`config.mk`:
```
export PLATFORM = sky130hd
export DESIGN_NAME = spc_core
export DESIGN_NICKNAME = d
export VERILOG_FILES = /design/src/logic/spc_pkg.sv /design/src/logic/spc_core.sv /design/src/logic/spc_blank_win.sv
export SDC_FILE = /design/constraint.sdc
export NUM_CORES = 1
export LEC_CHECK = 0
export BUFFER_PORTS_ARGS = -buffer_cell sky130_fd_sc_hd__buf_2
export CORE_ASPECT_RATIO = 1.5
export CORE_MARGIN = 5
export CORE_UTILIZATION = 49
export DETAILED_ROUTE_END_ITERATION = 7
export PLACE_DENSITY = 0.8
export RECOVER_POWER = 100
export SYNTH_ARGS = -nofsm -noshare
export SYNTH_HDL_FRONTEND = slang
export SYNTH_HIERARCHICAL = 1
export SYNTH_SLANG_ARGS = --single-unit
```
`constraint.sdc`:
```
create_clock -name mclk -period 5.8 [get_ports mclk]
set_input_delay 1.16 -clock mclk [delete_from_list [all_inputs] [get_ports mclk]]
set_output_delay 1.16 -clock mclk [all_outputs]
set_load 0.02 [all_outputs]
```
`src/logic/spc_pkg.sv`:
```
// Package of register map, field layout and constants for the PWM sync/blanking configuration block
// Overview of operation
// - Phase-offset bit set: sync out on phase event, latch set on period event.
// - Period-invert bit set inverts selected asynchronous period event inputs.
// - Duty-invert bit set inverts selected asynchronous duty (falling) event inputs.
// - Sync field 000 uses own period event; 001-100 use modules one to four.
// - Prescale field bits 5-4 divide module clock by 1, 2, 4 or 8.
// - Clock source 00 system, 01 PLL, 10 external pin; 11 reserved.
// - Output enable bit routes PWM onto pin; clear leaves ordinary port function.
// - Module two has only outputs A and B; other bits unimplemented.
// - Output polarity bit set makes that output active low.
// - Input polarity bit 6 makes the external event input active low.
// - Falling blank mode bits 5-4: 00 none, 01 immediate; others reserved.
// - Rising blank mode bits 1-0: 00 none, 01 immediate; others reserved.
// - Rising blank mask bits 7 and 4-1 suppress source events while blanking.
// - Falling blank mask bits 7 and 4-1 suppress source events while blanking.
// - Unimplemented bits ignore writes and read zero, including mask bit 0.
// - All implemented bits clear to zero on every reset.
// - A period event restarts the time base counter from its initial count.
`default_nettype none
package spc_pkg;
  localparam logic [2:0] SPC_OFS_SYNC = 3'h0;
  localparam logic [2:0] SPC_OFS_CLK = 3'h1;
  localparam logic [2:0] SPC_OFS_OEN = 3'h2;
  localparam logic [2:0] SPC_OFS_POL = 3'h3;
  localparam logic [2:0] SPC_OFS_BLNK = 3'h4;
  localparam logic [2:0] SPC_OFS_REBS = 3'h5;
  localparam logic [2:0] SPC_OFS_FEBS = 3'h6;
  localparam logic [2:0] SPC_OFS_BLEN = 3'h7;
  localparam logic [7:0] SPC_RESET_VAL = 8'h00;
  localparam logic [7:0] SPC_MASK_SYNC = 8'he7;
  localparam logic [7:0] SPC_MASK_CLK = 8'h33;
  localparam logic [7:0] SPC_MASK_OEN6 = 8'h3f;
  localparam logic [7:0] SPC_MASK_OEN2 = 8'h03;
  localparam logic [7:0] SPC_MASK_POL6 = 8'h7f;
  localparam logic [7:0] SPC_MASK_POL2 = 8'h43;
  localparam logic [7:0] SPC_MASK_BLNK = 8'h33;
  localparam logic [7:0] SPC_MASK_BS = 8'h9e;
  localparam logic [7:0] SPC_MASK_BLEN = 8'hff;
  localparam int SPC_POFST_BIT = 7;
  localparam int SPC_PRPOL_BIT = 6;
  localparam int SPC_DCPOL_BIT = 5;
  localparam int SPC_POLIN_BIT = 6;
  localparam int SPC_BS_IN_BIT = 7;
  localparam logic [2:0] SPC_SYNC_OWN = 3'h0;
  localparam logic [2:0] SPC_SYNC_MAX = 3'h4;
  localparam logic [1:0] SPC_BM_NONE = 2'h0;
  localparam logic [1:0] SPC_BM_IMM = 2'h1;
  localparam logic [1:0] SPC_CSRC_SYS = 2'h0;
  localparam logic [1:0] SPC_CSRC_PLL = 2'h1;
  localparam logic [1:0] SPC_CSRC_PIN = 2'h2;
  localparam int SPC_CLK_MHZ = 50;
  localparam int SPC_PLL_MHZ = 64;
  typedef struct packed {
    logic [7:0] addr_wd;
    logic [2:0] addr;
    logic wr;
    logic rd;
  } spc_bus_s;
  typedef struct packed {
    logic in_pin;
    logic [3:0] cmp;
  } spc_src_s;
  typedef enum logic [1:0] {SPC_BL_IDLE = 2'b00, SPC_BL_OPEN = 2'b01} spc_bl_e;
endpackage
`default_nettype wire

```
`src/logic/spc_core.sv`:
```
// Sync, clocking, output and blanking configuration of one PWM module
//
// Chosen here: the address map and the address-and-strobe port.
`default_nettype none
module spc_core
  import spc_pkg::*;
#(
  parameter int MODULE_ID = 1,
  parameter int N_OUT = 6,
  parameter int TB_W = 16
) (
  // Clock, reset, enable
  input wire logic mclk,
  input wire logic resetn,
  input wire logic ce,
  // Register port
  input wire logic [2:0] reg_addr,
  input wire logic [7:0] reg_wdata,
  input wire logic reg_wr,
  input wire logic reg_rd,
  output logic [7:0] reg_rdata,
  // Event sources
  input wire logic external_event_input_pin,
  input wire logic [3:0] comparator_synced_result,
  input wire logic [3:0] prd_src_en,
  input wire logic prd_in_en,
  input wire logic [3:0] duty_src_en,
  input wire logic duty_in_en,
  input wire logic [3:0] rise_src_en,
  input wire logic rise_in_en,
  input wire logic [3:0] peer_sync_out,
  input wire logic phase_evt,
  input wire logic [TB_W-1:0] tb_initial,
  // Clock sources
  input wire logic pll_tick,
  input wire logic ext_clk_tick,
  // PWM datapath
  input wire logic [N_OUT-1:0] pwm_raw,
  input wire logic [N_OUT-1:0] port_data,
  // Outputs
  output logic [N_OUT-1:0] pin_out,
  output logic sync_out,
  output logic latch_set,
  output logic module_tick,
  output logic period_evt,
  output logic rise_evt,
  output logic fall_evt,
  output logic [TB_W-1:0] module_time_base_counter
);
  initial begin
    if (N_OUT < 1 || N_OUT > 6) $error("spc_core: N_OUT out of range");
    if (MODULE_ID < 1 || MODULE_ID > 4) $error("spc_core: MODULE_ID out of range");
  end

  localparam logic [7:0] OEN_MASK = (MODULE_ID == 2) ? SPC_MASK_OEN2 : SPC_MASK_OEN6;
  localparam logic [7:0] POL_MASK = (MODULE_ID == 2) ? SPC_MASK_POL2 : SPC_MASK_POL6;

  logic [7:0] sync_reg, clk_reg, oen_reg, pol_reg, blnk_reg, rebs_reg, febs_reg, blen_reg;

  // Register writes; masked bits never store
  always_ff @(posedge mclk or negedge resetn) begin
    if (!resetn) begin
      sync_reg <= SPC_RESET_VAL;
      clk_reg <= SPC_RESET_VAL;
      oen_reg <= SPC_RESET_VAL;
      pol_reg <= SPC_RESET_VAL;
      blnk_reg <= SPC_RESET_VAL;
      rebs_reg <= SPC_RESET_VAL;
      febs_reg <= SPC_RESET_VAL;
      blen_reg <= SPC_RESET_VAL;
    end else if (ce && reg_wr) begin
      unique case (reg_addr)
        SPC_OFS_SYNC: sync_reg <= reg_wdata & SPC_MASK_SYNC;
        SPC_OFS_CLK: clk_reg <= reg_wdata & SPC_MASK_CLK;
        SPC_OFS_OEN: oen_reg <= reg_wdata & OEN_MASK;
        SPC_OFS_POL: pol_reg <= reg_wdata & POL_MASK;
        SPC_OFS_BLNK: blnk_reg <= reg_wdata & SPC_MASK_BLNK;
        SPC_OFS_REBS: rebs_reg <= reg_wdata & SPC_MASK_BS;
        SPC_OFS_FEBS: febs_reg <= reg_wdata & SPC_MASK_BS;
        SPC_OFS_BLEN: blen_reg <= reg_wdata & SPC_MASK_BLEN;
      endcase
    end
  end

  // Read data stands in the cycle after the strobe only
  always_ff @(posedge mclk or negedge resetn) begin
    if (!resetn) begin
      reg_rdata <= 8'h00;
    end else if (ce) begin
      if (reg_rd) begin
        unique case (reg_addr)
          SPC_OFS_SYNC: reg_rdata <= sync_reg;
          SPC_OFS_CLK: reg_rdata <= clk_reg;
          SPC_OFS_OEN: reg_rdata <= oen_reg;
          SPC_OFS_POL: reg_rdata <= pol_reg;
          SPC_OFS_BLNK: reg_rdata <= blnk_reg;
          SPC_OFS_REBS: reg_rdata <= rebs_reg;
          SPC_OFS_FEBS: reg_rdata <= febs_reg;
          SPC_OFS_BLEN: reg_rdata <= blen_reg;
        endcase
      end else begin
        reg_rdata <= 8'h00;
      end
    end
  end

  // Clock source and prescaler
  logic src_tick;
  logic [2:0] pre_cnt;
  logic pre_hit;
  always_comb begin
    unique case (clk_reg[1:0])
      SPC_CSRC_SYS: src_tick = 1'b1;
      SPC_CSRC_PLL: src_tick = pll_tick;
      SPC_CSRC_PIN: src_tick = ext_clk_tick;
      default: src_tick = 1'b0;
    endcase
  end
  always_comb begin
    unique case (clk_reg[5:4])
      2'h0: pre_hit = 1'b1;
      2'h1: pre_hit = pre_cnt[0];
      2'h2: pre_hit = &pre_cnt[1:0];
      default: pre_hit = &pre_cnt;
    endcase
  end
  always_ff @(posedge mclk or negedge resetn) begin
    if (!resetn) begin
      pre_cnt <= 3'h0;
    end else if (ce && src_tick) begin
      pre_cnt <= pre_hit ? 3'h0 : pre_cnt + 3'h1;
    end
  end
  assign module_tick = ce && src_tick && pre_hit;

  // Input polarity, then synchronisers
  logic in_act;
  assign in_act = external_event_input_pin ^ pol_reg[SPC_POLIN_BIT];
  spc_src_s src_raw, sync_a, sync_b, sync_c;
  assign src_raw = '{in_pin: in_act, cmp: comparator_synced_result};
  always_ff @(posedge mclk or negedge resetn) begin
    if (!resetn) begin
      sync_a <= '0;
      sync_b <= '0;
      sync_c <= '0;
    end else if (ce) begin
      sync_a <= src_raw;
      sync_b <= sync_a;
      sync_c <= sync_b;
    end
  end

  // Blanking windows
  logic re_win, fe_win;
  spc_blank_win #(.LEN_W(8)) u_re_win (
    .mclk(mclk), .resetn(resetn), .ce(ce),
    .mode(blnk_reg[1:0]),
    .length(blen_reg), .edge_evt(rise_evt), .open_win(re_win)
  );
  spc_blank_win #(.LEN_W(8)) u_fe_win (
    .mclk(mclk), .resetn(resetn), .ce(ce),
    .mode(blnk_reg[5:4]),
    .length(blen_reg), .edge_evt(fall_evt), .open_win(fe_win)
  );

  logic [4:0] src_now, src_prev, blank_mask, src_rise;
  assign src_now = {sync_b.in_pin, sync_b.cmp};
  assign src_prev = {sync_c.in_pin, sync_c.cmp};
  assign src_rise = src_now & ~src_prev;
  always_comb begin
    blank_mask = 5'h00;
    if (re_win) blank_mask = blank_mask | {rebs_reg[SPC_BS_IN_BIT], rebs_reg[4:1]};
    if (fe_win) blank_mask = blank_mask | {febs_reg[SPC_BS_IN_BIT], febs_reg[4:1]};
  end

  // Period and duty inversion act on levels; events are rising level changes
  logic [4:0] prd_lvl, prd_prev, duty_lvl, duty_prev;
  assign prd_lvl = src_now ^ {5{sync_reg[SPC_PRPOL_BIT]}};
  assign prd_prev = src_prev ^ {5{sync_reg[SPC_PRPOL_BIT]}};
  assign duty_lvl = src_now ^ {5{sync_reg[SPC_DCPOL_BIT]}};
  assign duty_prev = src_prev ^ {5{sync_reg[SPC_DCPOL_BIT]}};

  logic own_prd, sel_sync, prd_now;
  assign own_prd = |(prd_lvl & ~prd_prev & ~blank_mask & {prd_in_en, prd_src_en});
  always_comb begin
    if (sync_reg[2:0] == SPC_SYNC_OWN || sync_reg[2:0] > SPC_SYNC_MAX) begin
      sel_sync = 1'b0;
    end else begin
      sel_sync = peer_sync_out[2'(sync_reg[2:0] - 3'h1)];
    end
  end
  assign prd_now = own_prd | sel_sync;

  always_ff @(posedge mclk or negedge resetn) begin
    if (!resetn) begin
      period_evt <= 1'b0;
      rise_evt <= 1'b0;
      fall_evt <= 1'b0;
    end else if (ce) begin
      period_evt <= prd_now;
      rise_evt <= |(src_rise & ~blank_mask & {rise_in_en, rise_src_en});
      fall_evt <= |(duty_lvl & ~duty_prev & ~blank_mask & {duty_in_en, duty_src_en});
    end
  end

  // Phase offset routing
  always_ff @(posedge mclk or negedge resetn) begin
    if (!resetn) begin
      sync_out <= 1'b0;
      latch_set <= 1'b0;
    end else if (ce) begin
      if (sync_reg[SPC_POFST_BIT]) begin
        sync_out <= phase_evt;
        latch_set <= prd_now;
      end else begin
        sync_out <= prd_now;
        latch_set <= phase_evt;
      end
    end
  end

  // Time base
  always_ff @(posedge mclk or negedge resetn) begin
    if (!resetn) begin
      module_time_base_counter <= '0;
    end else if (ce) begin
      if (period_evt) begin
        module_time_base_counter <= tb_initial;
      end else if (module_tick) begin
        module_time_base_counter <= module_time_base_counter + TB_W'(1);
      end
    end
  end

  // Output stage
  logic [N_OUT-1:0] pwm_pol;
  assign pwm_pol = pwm_raw ^ pol_reg[N_OUT-1:0];
  always_ff @(posedge mclk or negedge resetn) begin
    if (!resetn) begin
      pin_out <= '0;
    end else if (ce) begin
      for (int i = 0; i < N_OUT; i++) begin
        pin_out[i] <= oen_reg[i] ? pwm_pol[i] : port_data[i];
      end
    end
  end
endmodule
`default_nettype wire

```
`src/logic/spc_blank_win.sv`:
```
// Blanking window timer for one edge
`default_nettype none
module spc_blank_win
  import spc_pkg::*;
#(
  parameter int LEN_W = 8
) (
  // Clock and reset
  input wire logic mclk,
  input wire logic resetn,
  input wire logic ce,
  // Control
  input wire logic [1:0] mode,
  input wire logic [LEN_W-1:0] length,
  input wire logic edge_evt,
  // Window state
  output logic open_win
);
  spc_bl_e state;
  logic [LEN_W-1:0] cnt;
  initial begin
    if (LEN_W < 1 || LEN_W > 16) $error("spc_blank_win: LEN_W out of range");
  end
  always_ff @(posedge mclk or negedge resetn) begin
    if (!resetn) begin
      state <= SPC_BL_IDLE;
      cnt <= '0;
    end else if (ce) begin
      unique case (state)
        SPC_BL_IDLE: begin
          if (mode == SPC_BM_IMM && edge_evt && length != '0) begin
            state <= SPC_BL_OPEN;
            cnt <= length;
          end
        end
        SPC_BL_OPEN: begin
          if (mode != SPC_BM_IMM || cnt == LEN_W'(1)) begin
            state <= SPC_BL_IDLE;
            cnt <= '0;
          end else begin
            cnt <= cnt - LEN_W'(1);
          end
        end
      endcase
    end
  end
  assign open_win = (state == SPC_BL_OPEN);
endmodule
`default_nettype wire

```
After elaboration in Yosys (flattened, before gate mapping). Index checks and enable logic that the tools add are counted.

Register bits: 118. Bits of input ports: 71. Output and inout bits: 36.

Bitwise logic cells: 21. Add/subtract/negate cells: 5. Muxes and demuxes: 32. Reduce and logical (&&, ||, !) cells: 36. Order comparisons: 2. Equality and inequality tests: 23.

Operators by type and width (number): case mux 8 bit (8 select lines) (1); AND 5 bit (9); two-way mux 8 bit (5); two-way mux 16 bit (2); case mux 8 bit (2 select lines) (2); AND reduction 2 bit (12); inverter 5 bit (4); bitwise XOR 5 bit (4); adder 16 x 1 -> 16 bit, second input constant (1); == test 8 x 1 -> 1 bit, second input constant (2); subtractor 8 x 1 -> 8 bit, second input constant (2); OR reduction 5 bit (3); == test 2 x 1 -> 1 bit, second input constant (6); == test 3 bit, second input constant (4); inequality test 2 x 1 -> 1 bit, second input constant (6); two-way mux 1 bit (10); two-way mux 5 bit (2); AND reduction 3 bit (3); logical NOT 2 bit (4); two-way mux 2 bit (4); case mux 2 bit (2 select lines) (2); nonzero test 8 bit (1); logical AND 1 bit (7); == test 3 x 2 -> 1 bit, second input constant (2); other kinds (16) (21).

Depth between registers and ports, before layout.
Depth after elaboration: 10. Depth in mapped cells: 9. Gate-level depth less buffers: 7.

Hierarchy. The synthesis kept the hierarchy.

Modules (own cells, without submodules): spc_core (instances 1, cells an instance 460, area each 5018.6 um2, seq. area each 2452.4 um2); spc_blank_win (u_fe_win) (instances 1, cells an instance 73, area each 703.2 um2, seq. area each 225.2 um2); spc_blank_win (u_re_win) (instances 1, cells an instance 68, area each 645.6 um2, seq. area each 225.2 um2).

Worst setup path before layout. No wires, ideal clock.

Path kind: input to output. Start point: input ce. End point: output module_tick. Buffers on the path: 2. Required time: 4.640 ns. Setup slack: 2.386 ns. Stages on the path: 4. Arrival time: 2.254 ns. Cells stage by stage: clkbuf_1 -> inv_1 -> clkbuf_1 -> nor3_1.

Word-level cells in the longest chain between the ends: 2.

Ends and longest elaborated chain: start, declared (RTL line spc_core.sv:15) `input wire logic ce,`; logical AND 1 bit (2 in series) (RTL line spc_core.sv:134) `assign module_tick = ce && src_tick && pre_hit;`; end, declared (RTL line spc_core.sv:44) `output logic module_tick,`.

No other way between the ends.

Final worst setup path.
Start point: input ce. End point: register u_fe_win.cnt[1].

Word-level cells in the longest chain between the ends: 1.

Ends and longest elaborated chain: AND reduction 2 bit (no line); end signal, assigned (RTL line spc_blank_win.sv:33) `cnt <= length;`; end signal, assigned (RTL line spc_blank_win.sv:41) `cnt <= cnt - LEN_W'(1);`; end, declared (RTL line spc_blank_win.sv:20) `logic [LEN_W-1:0] cnt;`.

No other way between the ends. A chain may end at the register's enable or synchronous reset.

==> summary.md <==
| Metric | Value |
|---|---|
| Status | complete, but fails checks |
| Failing checks | capacitance limit, slew limit |
| PwrDens | approximately 480 nW/um^2 |
| Clk sink count | ~120 |
| CTS tree | done |
| Routed WL | about 18000 microns |
| Fin Setup TNS | 0 ns |
| Internal Power | about 2.2 mW |
| DR iter-0 viols | between 300 and 400 |
| Fin. max-slew vios | approximately 100 |
| Placed Area | between 6000 and 7000 sq um |
| Synth area leaders | dfrtp_1, mux2_2, o21ai_0 |
| Dpl cells | between 800 and 900 |
| Flop pwr share | 0.383 |
| Setup WS pre-CTS | just over 2 ns |
| Post-DP HPWL | between 10000 and 15000 microns |
| GRT Total Usage | 0.233 |
| Predominant post-synthesis flop cell | dfrtp_1 |
| Antenna violations before repair | 1 |
| Clock Skew | just over 0.01 ns |
| Post-DR wirelength/cell | between 20 and 25 microns |
| Final Cell Area | 7510 sq um |
| Comb pwr share | 0.310 |
| Synth top area share | 0.456 |
| Worst setup EP type | flop |
| Area Growth Syn to Fin | 17.9% |
| Synthesized area | roughly 6400 sq um |
| Clock power frac | 0.308 |
| Post-CTS Resized | 0 |
| Root Driver | clkbuf_16 |
| Yosys warnings | 6 |
| H-Tree Level Count | 4 |
| Met3 WL | approximately 1200 microns |
| Vias/cell | between 6 and 7 |
| Number of setup violations in the final report | 0 |
| Final min period | just over 4 ns |
| TritonRoute pass-1 iters | 7 |
| Final ANT Viol Nets | 0 |
| DRC viols | 0 |
| Cells after Synth | around 600 |
| Die area | 15400 sq um |
| CTS max path bufs | 2 |
| I/O pin count | about 110 |
| Final Hold Vio Count | 0 |
| Switching Share | 0.374 |
| Worst setup SP type | primary input |
| Top layer in use | met5 |
| Area leader, netlist | dfrtp_1 |
| Mean Syn Cell Area | ~11 sq um |
| Initial core utilization | 0.494 |
| Worst-path clk slew | approximately 0.06 ns |
| GR Overflow Total | 0 |
| GP Congestion | approximately 0.93 |
| Lkg Pwr | 3.24 nW |
| # hold bufs at CTS | 0 |
| Switching power | roughly 1.3 mW |
| Global-route wire length before repair | 27900 microns |
| Final Worst Setup Slack | ~1.7 ns |
| Metal2 WL | just under 9000 microns |
| Netlist cell types | 67 |
| Ant diodes | 0 |
| Biggest register | module_time_base_counter |
| Skew-Pair Late Insertion Delay | about 0.42 ns |
| FFs w/ async S/R, synth | 1.00 |
| Max VDD drop | around 0.23 mV |
| Synth cell count leaders | dfrtp_1, mux2_2, o21ai_0 |
| Post-synth EDFFs | 0 |
| Largest net degree at the start of global routing | around 70 |
| Critical path class | in2reg |
| Synthesized flop and latch total | ~120 |
| Fmax | roughly 0.24 GHz |
| Floorplan row count | 51 |
| Crit path DAT | roughly 4.4 ns |
| Syn nets | 680 |
| Layout cell share with drive strength beyond 1 | 0.239 |
| Seq/Total Area, Yosys | 0.456 |
| Max FFs per register | 16 |
| Die W | around 100 microns |
| Worst-margin pin slew | roughly 2.7 ns |
| CP Max Fanout | between 40 and 50 |
| Die span in y | between 100 and 150 microns |
| Met1 wire length | between 6000 and 7000 microns |
| Max Cap Viol | 3 |
| Hold crit path type | reg2reg |
| Unrepaired setup endpoints after global routing | no |
| Final Instance Count excl. Fillers | just under 900 |
| Port Buffer Count | 106 |
| Most frequent cell after synthesis | dfrtp_1 |
| Core Region | between 10000 and 15000 sq um |
| CTS buffer count | 17 |
| # Post-CTS Setup Buffers | 0 |
| Vias in the first global route | approximately 5500 |
| WP data required | slightly above 6 ns |
| Vias | between 5000 and 6000 |
| Total Nets Final | about 800 |
| Slew Limit Headroom | -0.767 |
| Final period util | 0.711 |
[metal layers]
| metal | track usage | vias up |
|---|---|---|
| li1 | - | 2473 |
| met1 | 0.284 | 2683 |
| met2 | 0.381 | 234 |
| met3 | 0.0574 | 47 |
| met4 | 0.109 | 2 |
| met5 | 0 | - |
[cell type report]
type	instances	area, sq um
clock buffer	19	443
sequential	116	2900
clock inverter	12	180
timing repair buffer	109	503
multi-input combinational	429	3170
inverter	29	109
fill	1108	5380
tap	159	199
[path summary, 6_finish.rpt]
path / start / to / slack [ns] / cells after the start
max in group asynchronous: resetn / oen_reg[0]$_DFFE_PN0P_ / 1.96 / 2
max reg2reg: blen_reg[6]$_DFFE_PN0P_ / u_fe_win/cnt[1]$_DFFE_PN0P_ / 2.37 / 4
min: sync_a[3]$_DFFE_PN0P_ / src_now[3]$_DFFE_PN0P_ / 0.50 / 1
min reg2reg: sync_a[3]$_DFFE_PN0P_ / src_now[3]$_DFFE_PN0P_ / 0.50 / 1
min in group asynchronous: resetn / module_time_base_counter[5]$_DFFE_PN0P_ / 0.86 / 1
max: ce / u_fe_win/cnt[1]$_DFFE_PN0P_ / 1.67 / 6
[critical path, cell delays in order]
cell	delay (ns)
buf_2	0.07
buf_4	0.40
nand2_1	0.11
a2111oi_0	1.87
or2_0	0.44
mux2_1	0.36
[kinds of logic (layout without fill, tap and decap cells)]
| kind of cell | Yosys count | after routing | synth area share |
|---|---|---|---|
| compound gates | 169 | 169 | 0.185 |
| simple gates | 166 | 166 | 0.151 |
| mux | 78 | 78 | 0.144 |
| fa+ha+maj | 8 | 8 | 0.0157 |
| flops | 116 | 116 | 0.456 |
| buf+inv | 56 | 169 | 0.0377 |
| xor+xnor | 8 | 8 | 0.0110 |
[layout by cell type, fill, tap and decap left out, types with 5 or more instances in the layout]
cell type  instances
dfrtp_1          116
buf_2             69
mux2_2            58
o21ai_0           40
clkbuf_1          39
nand2_1           33
nor2_1            32
inv_1             28
a21oi_1           25
clkbuf_16         17
nor3_1            16
a22oi_1           15
nand3_1           14
mux2i_1           13
o22ai_1           11
nor2b_1           10
a21o_1            10
a31oi_1           10
o2bb2ai_1         10
nand2b_1           8
xnor2_1            8
nand3b_1           8
ha_1               8
a32oi_1            7
a22o_1             7
nor3b_1            6
a211oi_1           6
a2bb2oi_1          5
[power groups by stage]
stage	sequential, mW	clock [mW]	combinational, mW
4_1_cts	1.36	1.12	1.15
3_5_place_dp	1.37	0	1.14
6_report	1.37	1.11	1.11
5_1_grt	1.41	1.16	1.22
2_1_floorplan	1.37	0	0.770
3_3_place_gp	1.35	0	1.10
[stage by stage]
| stage | hold slack [ns] | util | total power, mW |
|---|---|---|---|
| 6_report | 0.499 | 0.583 | 3.59 |
| 5_1_grt | 0.517 | 0.583 | 3.79 |
| 4_1_cts | 0.490 | 0.591 | 3.63 |
| 3_5_place_dp | 0.479 | 0.542 | 2.51 |
| 3_3_place_gp | 0.478 | 0.542 | 2.46 |
| 2_1_floorplan | 0.475 | - | 2.14 |
Power figures use the tool's default switching activity.
